[src/dps_pkg.sv]
/*
 * Constants, reset defaults and types of the DPLL reference selector.
 * Assumes one 20 MHz clock and synchronous inputs.
 */
package dps_pkg;
    // ************************************************************
    // Sizes
    // ************************************************************
    localparam int NREF     = 2;
    localparam int NMON     = 5;   // Freq, missing, early, runt, 1PPS
    localparam int MON_W    = 8;
    localparam int NUM_W    = 40;  // Fractional divider resolution
    localparam int DEN24_W  = 24;
    localparam int ERR_W    = 16;
    localparam int SH_W     = 4;
    localparam int PRIO_W   = 2;
    localparam int HIST_AW  = 3;
    localparam int HIST_N   = 8;
    localparam int LK_W     = 5;
    // ************************************************************
    // Monitor field positions
    // ************************************************************
    localparam int MON_FREQ = 0;
    localparam int MON_MISS = 1;
    localparam int MON_EARLY = 2;
    localparam int MON_RUNT = 3;
    localparam int MON_PPS  = 4;
    // ************************************************************
    // Built-in read-only defaults
    // ************************************************************
    localparam logic [SH_W-1:0]  ROM_KP_SH = 4'h4;
    localparam logic [SH_W-1:0]  ROM_KI_SH = 4'h8;
    localparam logic [NUM_W-1:0] ROM_FREQUENCY_DEVIATION_STEP  = 40'h00_0000_0001;
    localparam logic [NUM_W-1:0] NUM_NOM   = 40'h80_0000_0000;
    localparam logic [NUM_W-1:0] DEN_FIXED = 40'hFF_FFFF_FFFF;
    localparam logic [ERR_W-1:0] LOCK_THR  = 16'h0004;
    localparam logic [LK_W-1:0]  LOCK_CNT  = 5'h10;
    // ************************************************************
    // Types
    // ************************************************************
    typedef enum logic [1:0] {
        DPS_FREE = 2'b00,
        DPS_ACQ  = 2'b01,
        DPS_LOCK = 2'b10,
        DPS_HOLD = 2'b11
    } dps_state_e;
    typedef logic [NREF-1:0][NMON-1:0][MON_W-1:0] dps_mon_t;
    typedef logic [NREF-1:0][NMON-1:0]            dps_men_t;
endpackage : dps_pkg

[src/dps_hist_if.sv]
/*
 * Carrier between the loop and its tuning-word history.
 * Assumes both ends run on mclk.
 */
interface dps_hist_if;
    logic                       sample;
    logic [dps_pkg::NUM_W-1:0]  word;
    logic [dps_pkg::NUM_W-1:0]  avg;
    logic                       valid;
    modport loop (output sample, output word, input avg, input valid);
    modport hist (input sample, input word, output avg, output valid);
endinterface : dps_hist_if

[src/dps_hist.sv]
/*
 * Tuning-word history: running average of the last eight locked words.
 * Assumes samples arrive only while the loop is locked.
 */
module dps_hist
    import dps_pkg::*;
(
    input  wire logic   mclk,
    input  wire logic   rst_n,
    dps_hist_if.hist    h
);
    // ************************************************************
    // Ring and running sum
    // ************************************************************
    logic [NUM_W-1:0]         mem [HIST_N];
    logic [HIST_AW-1:0]       wp_reg,  wp_next;
    logic [NUM_W+HIST_AW-1:0] sum_reg, sum_next;
    logic                     full_reg, full_next;
    logic [NUM_W-1:0]         avg_reg, avg_next;

    always_comb begin
        wp_next   = wp_reg;
        sum_next  = sum_reg;
        full_next = full_reg;
        if (h.sample) begin
            // Until full the oldest slot holds nothing to subtract
            sum_next = sum_reg + {{HIST_AW{1'b0}}, h.word}
                     - (full_reg ? {{HIST_AW{1'b0}}, mem[wp_reg]}
                                 : '0);
            wp_next  = wp_reg + 3'h1;
            if (wp_reg == 3'h7) begin
                full_next = 1'b1;
            end
        end
        avg_next = sum_next[NUM_W+HIST_AW-1:HIST_AW];
    end

    always_ff @(posedge mclk) begin
        if (!rst_n) begin
            wp_reg   <= '0;
            sum_reg  <= '0;
            full_reg <= 1'b0;
            avg_reg  <= '0;
        end else begin
            wp_reg   <= wp_next;
            sum_reg  <= sum_next;
            full_reg <= full_next;
            avg_reg  <= avg_next;
            if (h.sample) begin
                mem[wp_reg] <= h.word;
            end
        end
    end

    assign h.avg   = avg_reg;
    assign h.valid = full_reg;
endmodule : dps_hist

[src/dps_top.sv]
/*
 * DPLL control: reference selection, monitors, holdover, phase
 * detector, loop filter, offset stepping and denominator choice.
 * Assumes synchronous inputs and edge pulses one mclk wide.
 */
// Summary of operation
// - Auto select by priority, skipping failed inputs
// - Manual select by software or pin
// - Loss of reference: hitless switch or holdover
// - Any enabled monitor over threshold flags loss
// - Per-input threshold and enable for each monitor
// - Holdover word from averaged locked history
// - Source is reference inputs or cascade divider
// - Phase detector, loop filter, 40-bit divider
// - Offset step adds or subtracts deviation step
// - Offset stepping by software or pin
// - Fixed 40-bit or programmable 24-bit denominator
// - Analog reference: crystal or cascade output
// - Status on pins and sticky status bits
// - Settings load from built-in defaults at reset
// - Phase error filtered drives feedback numerator
// - First correction unfiltered, later ones filtered
// - Select 0 gives 24-bit, 1 gives 40-bit
module dps_top
    import dps_pkg::*;
(
    input  wire logic                                   mclk,
    input  wire logic                                   rst_n,
    input  wire logic [dps_pkg::NREF-1:0]               ref_edge,
    input  wire logic                                   casc_edge,
    input  wire logic                                   fb_edge,
    input  wire dps_pkg::dps_mon_t                      mon_level,
    input  wire dps_pkg::dps_mon_t                      mon_thr,
    input  wire dps_pkg::dps_men_t                      mon_en,
    input  wire logic [dps_pkg::NREF-1:0][dps_pkg::PRIO_W-1:0] prio,
    input  wire logic                                   man_sw,
    input  wire logic                                   man_pin,
    input  wire logic                                   man_sel_sw,
    input  wire logic                                   man_sel_pin,
    input  wire logic                                   src_casc,
    input  wire logic                                   apll_ref_cfg,
    input  wire logic                                   dco_en,
    input  wire logic                                   step_up_sw,
    input  wire logic                                   step_dn_sw,
    input  wire logic                                   step_up_pin,
    input  wire logic                                   step_dn_pin,
    input  wire logic                                   cfg_wr,
    input  wire logic [dps_pkg::SH_W-1:0]               cfg_kp_sh,
    input  wire logic [dps_pkg::SH_W-1:0]               cfg_ki_sh,
    input  wire logic [dps_pkg::NUM_W-1:0]              cfg_frequency_deviation_step,
    input  wire logic                                   denominator_select,
    input  wire logic [dps_pkg::DEN24_W-1:0]            den24_cfg,
    input  wire logic [dps_pkg::NREF-1:0]               lor_clr,
    output logic [dps_pkg::NUM_W-1:0]                   num_reg,
    output logic [dps_pkg::NUM_W-1:0]                   den_reg,
    output logic                                        sel_reg,
    output dps_pkg::dps_state_e                         state_reg,
    output logic [dps_pkg::NREF-1:0]                    lor_reg,
    output logic [dps_pkg::NREF-1:0]                    lor_sticky_reg,
    output logic                                        locked_reg,
    output logic                                        apll_ref_reg
);
    // ************************************************************
    // Helpers
    // ************************************************************
    function automatic logic [NUM_W-1:0] sx(input logic [ERR_W-1:0] v);
        return {{(NUM_W-ERR_W){v[ERR_W-1]}}, v};
    endfunction : sx

    function automatic logic mon_fail(input int i, input dps_mon_t lv,
                                      input dps_mon_t th,
                                      input dps_men_t en);
        logic f;
        f = 1'b0;
        for (int m = 0; m < NMON; m++) begin
            f = f | (en[i][m] & (lv[i][m] > th[i][m]));
        end
        return f;
    endfunction : mon_fail

    dps_hist_if hif ();
    dps_hist u_hist (.mclk(mclk), .rst_n(rst_n), .h(hif));

    // ************************************************************
    // Next-state logic
    // ************************************************************
    logic [NREF-1:0]  lor_next, stk_next, qual;
    logic [SH_W-1:0]  kp_reg, kp_next, ki_reg, ki_next;
    logic [NUM_W-1:0] frequency_deviation_step_reg, frequency_deviation_step_next, dco_reg, dco_next;
    logic [NUM_W-1:0] integ_reg, integ_next, tw_reg, tw_next;
    logic [ERR_W-1:0] tdc_reg, tdc_next, err, mag;
    logic [LK_W-1:0]  lk_reg, lk_next;
    logic             first_reg, first_next, sel_next, man, man_sel;
    logic             best, any_q, edge_in, sel_lor, up, dn, ev;
    dps_state_e       state_next;
    logic [NUM_W-1:0] num_next, den_next, ki_term, kp_term;
    logic             locked_next;
    logic signed [NUM_W-1:0] serr;

    always_comb begin
        for (int i = 0; i < NREF; i++) begin
            lor_next[i] = mon_fail(i, mon_level, mon_thr, mon_en);
        end
        qual     = ~lor_reg;
        stk_next = (lor_sticky_reg & ~lor_clr) | lor_reg;
        any_q    = |qual;
        // Lower priority code wins; ties go to input 0
        best = qual[1] & (~qual[0] | (prio[1] < prio[0]));
        man     = man_sw | man_pin;
        man_sel = man_pin ? man_sel_pin : man_sel_sw;
        sel_lor = ~src_casc & lor_reg[sel_reg];
        edge_in = src_casc ? casc_edge : ref_edge[sel_reg];
        // Settings come from defaults, then software may rewrite them
        kp_next   = cfg_wr ? cfg_kp_sh : kp_reg;
        ki_next   = cfg_wr ? cfg_ki_sh : ki_reg;
        frequency_deviation_step_next = cfg_wr ? cfg_frequency_deviation_step  : frequency_deviation_step_reg;
        // Phase detector: cycles from reference edge to feedback edge
        tdc_next = edge_in ? '0 : tdc_reg + 16'h0001;
        err = tdc_reg;
        ev  = fb_edge & (state_reg == DPS_ACQ || state_reg == DPS_LOCK);
        mag = err[ERR_W-1] ? -err : err;
        lk_next = lk_reg;
        if (ev) begin
            lk_next = (mag > LOCK_THR) ? '0
                    : (lk_reg == LOCK_CNT) ? lk_reg : lk_reg + 5'h01;
        end
        integ_next = integ_reg;
        tw_next    = tw_reg;
        first_next = first_reg;
        // Shift alone in a signed context, or negative errors lose sign
        serr    = sx(err);
        ki_term = serr >>> ki_reg;
        kp_term = serr >>> kp_reg;
        if (ev && first_reg) begin
            integ_next = integ_reg + sx(err);
            tw_next    = NUM_NOM + integ_next;
            first_next = 1'b0;
        end else if (ev) begin
            integ_next = integ_reg + ki_term;
            tw_next    = NUM_NOM + integ_next + kp_term;
        end
        up = step_up_sw | step_up_pin;
        dn = step_dn_sw | step_dn_pin;
        dco_next = dco_reg;
        if (dco_en && up && !dn) begin
            dco_next = dco_reg + frequency_deviation_step_reg;
        end else if (dco_en && dn && !up) begin
            dco_next = dco_reg - frequency_deviation_step_reg;
        end
        sel_next   = sel_reg;
        state_next = state_reg;
        unique case (state_reg)
            DPS_FREE: begin
                if (any_q || src_casc) begin
                    sel_next   = man ? man_sel : best;
                    state_next = DPS_ACQ;
                    first_next = 1'b1;
                end
            end
            DPS_ACQ, DPS_LOCK: begin
                state_next = (lk_next == LOCK_CNT) ? DPS_LOCK : DPS_ACQ;
                if (man && man_sel != sel_reg && qual[man_sel]) begin
                    sel_next = man_sel;
                end else if (sel_lor) begin
                    if (!man && qual[~sel_reg]) begin
                        // Loop state kept, so the switch is hitless
                        sel_next = ~sel_reg;
                    end else begin
                        state_next = DPS_HOLD;
                        lk_next    = '0;
                        if (hif.valid) begin
                            tw_next = hif.avg;
                        end
                    end
                end else if (!man && !src_casc && best != sel_reg
                             && prio[best] < prio[sel_reg]) begin
                    sel_next = best;
                end
            end
            DPS_HOLD: begin
                if (any_q) begin
                    sel_next   = man ? man_sel : best;
                    state_next = DPS_ACQ;
                    first_next = 1'b1;
                    integ_next = tw_reg - NUM_NOM;
                end
            end
        endcase
        locked_next = (state_next == DPS_LOCK);
        num_next    = tw_next + dco_next;
        den_next    = denominator_select ? DEN_FIXED
                    : {{(NUM_W-DEN24_W){1'b0}}, den24_cfg};
    end

    // ************************************************************
    // Registers
    // ************************************************************
    always_ff @(posedge mclk) begin
        if (!rst_n) begin
            kp_reg         <= ROM_KP_SH;
            ki_reg         <= ROM_KI_SH;
            frequency_deviation_step_reg       <= ROM_FREQUENCY_DEVIATION_STEP;
            dco_reg        <= '0;
            integ_reg      <= '0;
            tw_reg         <= NUM_NOM;
            tdc_reg        <= '0;
            lk_reg         <= '0;
            first_reg      <= 1'b1;
            sel_reg        <= 1'b0;
            state_reg      <= DPS_FREE;
            lor_reg        <= '0;
            lor_sticky_reg <= '0;
            locked_reg     <= 1'b0;
            num_reg        <= NUM_NOM;
            den_reg        <= DEN_FIXED;
            apll_ref_reg   <= 1'b0;
        end else begin
            kp_reg         <= kp_next;
            ki_reg         <= ki_next;
            frequency_deviation_step_reg       <= frequency_deviation_step_next;
            dco_reg        <= dco_next;
            integ_reg      <= integ_next;
            tw_reg         <= tw_next;
            tdc_reg        <= tdc_next;
            lk_reg         <= lk_next;
            first_reg      <= first_next;
            sel_reg        <= sel_next;
            state_reg      <= state_next;
            lor_reg        <= lor_next;
            lor_sticky_reg <= stk_next;
            locked_reg     <= locked_next;
            num_reg        <= num_next;
            den_reg        <= den_next;
            apll_ref_reg   <= apll_ref_cfg;
        end
    end

    // History only learns from locked words
    assign hif.sample = ev && state_reg == DPS_LOCK;
    assign hif.word   = tw_reg;
endmodule : dps_top

[config.mk]
export PLATFORM = sky130hd
export DESIGN_NAME = dps_top
export DESIGN_NICKNAME = d
export VERILOG_FILES = /design/src/dps_pkg.sv /design/src/dps_hist_if.sv /design/src/dps_hist.sv /design/src/dps_top.sv
export SDC_FILE = /design/constraint.sdc
export NUM_CORES = 2
export LEC_CHECK = 0
export ABC_AREA = 1
export BUFFER_PORTS_ARGS = -buffer_cell sky130_fd_sc_hd__buf_4
export CORE_MARGIN = 3
export CORE_UTILIZATION = 40
export CTS_CLUSTER_SIZE = 30
export DETAILED_ROUTE_END_ITERATION = 7
export SETUP_SLACK_MARGIN = 0.02
export SLEW_MARGIN = 10
export SYNTH_ARGS = -nofsm -noshare
export SYNTH_HDL_FRONTEND = slang
export SYNTH_SLANG_ARGS = --single-unit
[constraint.sdc]
create_clock -name mclk -period 19.6 [get_ports mclk]
set_input_delay 4.9 -clock mclk [delete_from_list [all_inputs] [get_ports mclk]]
set_output_delay 4.9 -clock mclk [all_outputs]
set_load 0.02 [all_outputs]
# After elaboration in Yosys (flattened, before gate mapping)
# Memory sizes are Yosys's and may differ from the RTL's. A register that Yosys moved wholly into a read port is not among the register bits.
# Index checks and enable logic that the tools add are counted.
op_classes:
  n_addsub: 15
  n_lt_le_gt_ge: 17
  eq_ne: 13
  shift: 2
  mux: 62
  n_bitwise: 33
  n_reduce_logical: 25
op_table:
  columns: ["cell", "count"]
  rows:
  - ["$mux W40", 15]
  - ["$add A40 B40 Y40", 5]
  - ["$add A40 B40 Y40 const A", 2]
  - ["$gt A8 B8 Y1", 10]
  - ["$sshr A16 B4 Y40", 2]
  - ["$add A43 B40 Y43", 1]
  - ["$mux W43", 1]
  - ["$sub A43 B43 Y43", 1]
  - ["$sub A40 B40 Y40", 1]
  - ["$sub A40 B40 Y40 const B", 1]
  - ["$mux W5", 7]
  - ["$mux W1", 23]
  - ["$mux W2", 10]
  - ["$add A16 B1 Y16 const B", 1]
  - ["$gt A16 B3 Y1 const B", 1]
  - ["$mux W16", 1]
  - ["$neg A16 Y16", 1]
  - ["$and A1 B1 Y1", 13]
  - ["$logic_and A1 B1 Y1", 12]
  - ["$or A1 B1 Y1", 12]
  - ["$eq A5 B5 Y1 const B", 2]
  - ["$lt A1 B2 Y1 const B", 4]
  - ["$ne A4 B4 Y1 const B", 2]
  - ["$reduce_or A2 Y1", 4]
  - ["21 further kinds", 35]
word_totals:
  reg_bits: 326
  mem_bits_rw: 320
  elab_cells: 190
  n_memories: 1
memory_table:
  columns: ["name", "depth", "width", "rd", "rd_clocked_by_memory_dff", "wr", "line_no", "rtl"]
  rows:
  - ["u_hist.mem", 8, 40, 1, 1, 1, "dps_hist.sv:15", "logic [NUM_W-1:0] mem [HIST_N];"]

# Longest topological paths before layout
depth:
  ltp_word: 12
  ltp_mapped: 56

# By module
# From an unflattened synthesis, not the netlist that was laid out.
unflattened:
  cells_unflattened: 6818
  hier_area_um2: 48143.7
modules_own_cells:
  columns: ["mod", "instances", "cells_each", "area_per_inst_um2", "seq_area_each_um2"]
  rows:
  - ["dps_top", 1, 4759, 29000.3, 5285.1]
  - ["dps_hist", 1, 2059, 19143.4, 10610.2]

# Worst setup path after synthesis
# No wires, ideal clock.
synth_timing:
  path_type: "input to register"
  from: "in man_pin"
  to: "reg num_reg[26] (netlist name)"
  setup_time_ns: 0.113
  t_arrival_ns: 8.038
  required_ns: 19.487
  slack_ns: 11.450
  stages: 27
  n_path_buf: 1
  path_cell_list: "o21ai_0 > nor2_1 > nand2_1 > nand2_1 > inv_2 > nand4_4 > nor2_4 > inv_2 > clkbuf_1 > o21ai_0 > inv_1 > ha_1 > fa_1 > nand2_1 > nand2_1 > o21ai_1 > o21ai_1 > nand2_1 > nand2_1 > inv_1 > o21ai_2 > a21oi_1 > o21ai_2 > a21oi_1 > nand2_1 > nand2_1 > nor2_1"
synth_between:
  elab_chain_len: 8
  word_cells_on_any_way: 14
synth_lines:
  columns: ["element", "line_no", "rtl"]
  rows:
  - ["from (decl)", "dps_top.sv:37", "input wire logic man_pin,"]
  - ["$or A1 B1 Y1", "dps_top.sv:109", "man = man_sw | man_pin;"]
  - ["$logic_not A1 Y1", "dps_top.sv:165", "if (!man && qual[~sel_reg]) begin"]
  - ["$logic_and A1 B1 Y1", "dps_top.sv:165", null]
  - ["$mux W40", "dps_top.sv:165", null]
  - ["$mux W40", "dps_top.sv:164", "end else if (sel_lor) begin"]
  - ["$mux W40 (*)", "dps_top.sv:162", "if (man && man_sel != sel_reg && qual[man_sel]) begin"]
  - ["$mux W40 (*)", "dps_top.sv:152", "unique case (state_reg)"]
  - ["via tw_next[0]", "dps_top.sv:90", "logic [NUM_W-1:0] integ_reg, integ_next, tw_reg, tw_next;"]
  - ["$add A40 B40 Y40 (*)", "dps_top.sv:190", "num_next = tw_next + dco_next;"]
  - ["to (signal assigned)", "dps_top.sv:232", "num_reg <= num_next;"]
  - ["to (decl)", "dps_top.sv:54", "output logic [dps_pkg::NUM_W-1:0] num_reg,"]
# The timed path passes the listed nets; every way through them passes the cells marked *. The select of a mux whose other input is x is not followed.
# A chain may end at the register's enable or synchronous reset.

# Worst setup path in the final report
layout_timing:
  from: "in man_sel_pin"
  to: "reg num_reg[26] (netlist name)"
layout_between:
  elab_chain_len: 7
  word_cells_on_any_way: 9
layout_lines:
  columns: ["element", "line_no", "rtl"]
  rows:
  - ["from (decl)", "dps_top.sv:39", "input wire logic man_sel_pin,"]
  - ["$mux W1 (*)", "dps_top.sv:110", "man_sel = man_pin ? man_sel_pin : man_sel_sw;"]
  - ["$mux W1 (not written as such) / $ne A1 B1 Y1 (equally long branches)", "dps_top.sv:162", null]
  - ["$mux W1 (not written as such) / $logic_and A1 B1 Y1 (equally long branches)", "dps_top.sv:162", null]
  - ["$logic_and A1 B1 Y1 (*)", "dps_top.sv:162", null]
  - ["$mux W40 (*)", "dps_top.sv:162", null]
  - ["$mux W40 (*)", "dps_top.sv:152", null]
  - ["via tw_next[0]", "dps_top.sv:90", null]
  - ["$add A40 B40 Y40 (*)", "dps_top.sv:190", null]
# Marked as above.

==> flow_metrics.tcl <==
set metrics [dict create \
    critPathLaunchType "input pin" \
    cts_tree "done" \
    holdPathStages 2 \
    grt_pass1_vias 42800 \
    wl_per_cell_um 20.7 \
    rows 124 \
    syn_to_final_growth_pct 14.2 \
    cts_inserted_buffers 75 \
    synth.net_count 7135 \
    nNetsFinal 7378 \
    design.core.area_um2 115000 \
    synthCells 6438 \
    drc_errors 0 \
    path_class "in -> reg" \
    die_w_um 347 \
    min_from "u_hist.sum_reg[0]" \
    cp_max_fo 48 \
    status "finished clean" \
    antenna_found_initial 2 \
    ys_types 64 \
    gp_congestion 0.987 \
    clockRootBuffer "clkbuf_16" \
    r2r_cells 39 \
    num_vias 45100 \
    fmax_mhz 107 \
    seqPwrFrac_pct 33.5 \
    reg2reg_slack_ps 10610 \
    reg2reg_to "num_reg[38]" \
    synth_edf_count 320 \
    holdBufCountCts 0 \
    worstHoldPathType "reg -> reg" \
    netSwitchingPower_mw 1.73 \
    worstPathArrival_ps 9870 \
    placement.io_buffers 355 \
    critPathCaptureType "flop" \
    via_per_inst 5.47 \
    cts_buffer_depth 3 \
    relSlewSlack_pct 32.2 \
    grt_first_pass_wirelength_mm 257 \
    clkPwrFrac_pct 32.7 \
    synth_area_per_cell_um2 7.22 \
    synthArstFlopShare_pct 0 \
    ant_nets 0 \
    yosys_register_bits 634 \
    start_util_pct 40.5 \
    ys_warn_count 0 \
    holdPathEnd "u_hist.sum_reg[0]" \
    grt_max_degree 161 \
    crit_slowest_cell "o21ai_0" \
    powerDensity_nw_per_um2 85.8 \
    largest_register "u_hist.mem" \
    synth_area_um2 46500 \
    yosysSeqAreaShare_pct 34.2 \
    fin_util_pct 46.2 \
    firstDrtPassIters 7 \
    cts_resized 0 \
    post-route-min-period_ps 9310 \
    drtIter0Drc 4197 \
    htree_levels 3 \
    dp_hpwl_mm 133 \
    diodes 0 \
    grt_overflow_total 0 \
    reg2reg_from "err[11]" \
    die_h_um 347 \
    rsz0062_at_grt "false" \
    ioPinCount 356 \
    grt.total_usage_pct 27.5 \
    wirelength_mm 171 \
    slew_violations 0 \
    ys.flop_type "edfxtp_1" \
    pwr-share-comb_pct 33.8 \
    drive_above_1_share_pct 9.43 \
    die_area_um2 120000 \
    p_leak_nw 25.5 \
    cp_slowest_stage_delay_ps 600 \
    ir_drop_v 0.0000568 \
    swShare_pct 38.1 \
    tightest_slew_ps 1010 \
    required_ps 20170 \
    fin_crit_sh_pct 47.5 \
    fill_cells 11600 \
    insertion_delay_ps 680 \
    clock_sinks 634 \
    cts.clk_slew.worst_paths_ps 60 \
    largest_reg_flops 320 \
    intPower_mw 2.82 \
    clock_skew_ps 39.0 \
    tns_ps 0 \
    setup_violations 0 \
    cts_setup_buffers 0 \
    critPathMostFrequentCell "nand2_1" \
    maxCapViolCount 0 \
    hold_viol_final 0 \
]
==> per-layer routing <==
layer / up-vias / GRT usage, % / share of wire, %
met2: 1812 / 45.6 / 46
met1: 21000 / 36.0 / 42
met4: 0 / 10.3 / 3.8
li1: 22000 / - / -
met3: 301 / 4.63 / 8.0
met5: - / 0 / 0
==> cell usage in the layout (no fill, tap or decap), drive strengths merged, types with 33 or more instances in the layout <==
cell / instances
o21bai: 41
ha: 384
dfxtp: 314
nand2: 1117
edfxtp: 320
a21o: 49
buf: 398
o21ai: 726
a31oi: 95
fa: 46
nor2: 776
nor3: 63
xor2: 68
inv: 983
nand3: 257
nand4: 65
o22ai: 42
a21oi: 576
clkbuf: 94
or2: 33
o211ai: 81
==> cell families after synthesis <==
group | share of synthesized area [%]
compound gates | 20.5
mux | 0.151
fa+ha+maj | 12.3
flops | 34.2
buf+inv | 10.2
simple gates | 20.9
xor+xnor | 1.72
==> cell type report <==
type	instances	area (um2)	share of cell area, %
flip-flops and latches	634	15900	30.0
clock buffers	94	2110	3.98
well taps	1512	1890	3.57
repair buffers	398	3000	5.66
multi-input cells	4592	25900	48.8
inverters	980	3680	6.95
clock inverters	45	534	1.01
==> critical path: cells and delay by family <==
kind	cells	cell delay (ps)
AOI/OAI and AO/OA	8	1650
and+or+nand+nor	13	1150
adders and majority gates	2	800
buffers and inverters	8	1280
==> worst max-delay path by stage <==
stage | start | to | slack, ps | cells after the start
final | man_sel_pin | num_reg[26] | 10290 | 31
after global routing | ki_reg[0] | num_reg[38] | 9850 | 39
after CTS | man_sel_pin | num_reg[26] | 10320 | 31
after detailed placement | man_sel_pin | num_reg[26] | 9600 | 31
after global placement | man_sel_pin | num_reg[26] | 9520 | 31
after floorplan | man_pin | num_reg[26] | 11450 | 27
==> power by group through the flow <==
stage | logic (mW) | clock network (mW) | registers, mW
3_3_place_gp | 1.50 | 0 | 1.55
5_1_grt | 1.71 | 1.57 | 1.53
6_report | 1.54 | 1.49 | 1.52
2_1_floorplan | 1.02 | 0 | 1.53
4_1_cts | 1.52 | 1.52 | 1.52
3_5_place_dp | 1.51 | 0 | 1.55
==> per-stage QoR <==
step | hold WS [ps] | setup slack [ps] | instances | cell area [um2] | power [mW]
6_report | 480 | 10290 | 8255 | 53000 | 4.55
4_1_cts | 477 | 10320 | 8255 | 53000 | 4.56
3_5_place_dp | 469 | 9600 | 8116 | 50400 | 3.06
2_1_floorplan | 435 | 11450 | 6438 | 46500 | 2.56
3_3_place_gp | 446 | 9520 | 8116 | 50400 | 3.05
5_1_grt | 510 | 9850 | 8255 | 53000 | 4.81
==> cells in the mapped netlist (23+ instances only) <==
library cell	number	area, um2
o21bai_1	40	300
xnor2_1	23	201
a21o_1	49	368
o21ai_0	695	3480
xor2_1	68	596
clkbuf_1	162	608
dfxtp_1	314	6290
o211ai_1	81	608
nand3_1	256	1280
fa_1	46	921
edfxtp_1	320	9610
o21a_1	30	225
nand4_1	64	400
nor3_1	59	295
o21ai_1	23	115
ha_1	384	4800
or2_2	31	194
inv_1	962	3610
a31oi_1	95	594
o22ai_1	42	263
buf_2	27	135
nor2_1	769	2890
a21oi_1	568	2840
nand2_1	1105	4150
Note: power is estimated with default switching activity, not from simulation.
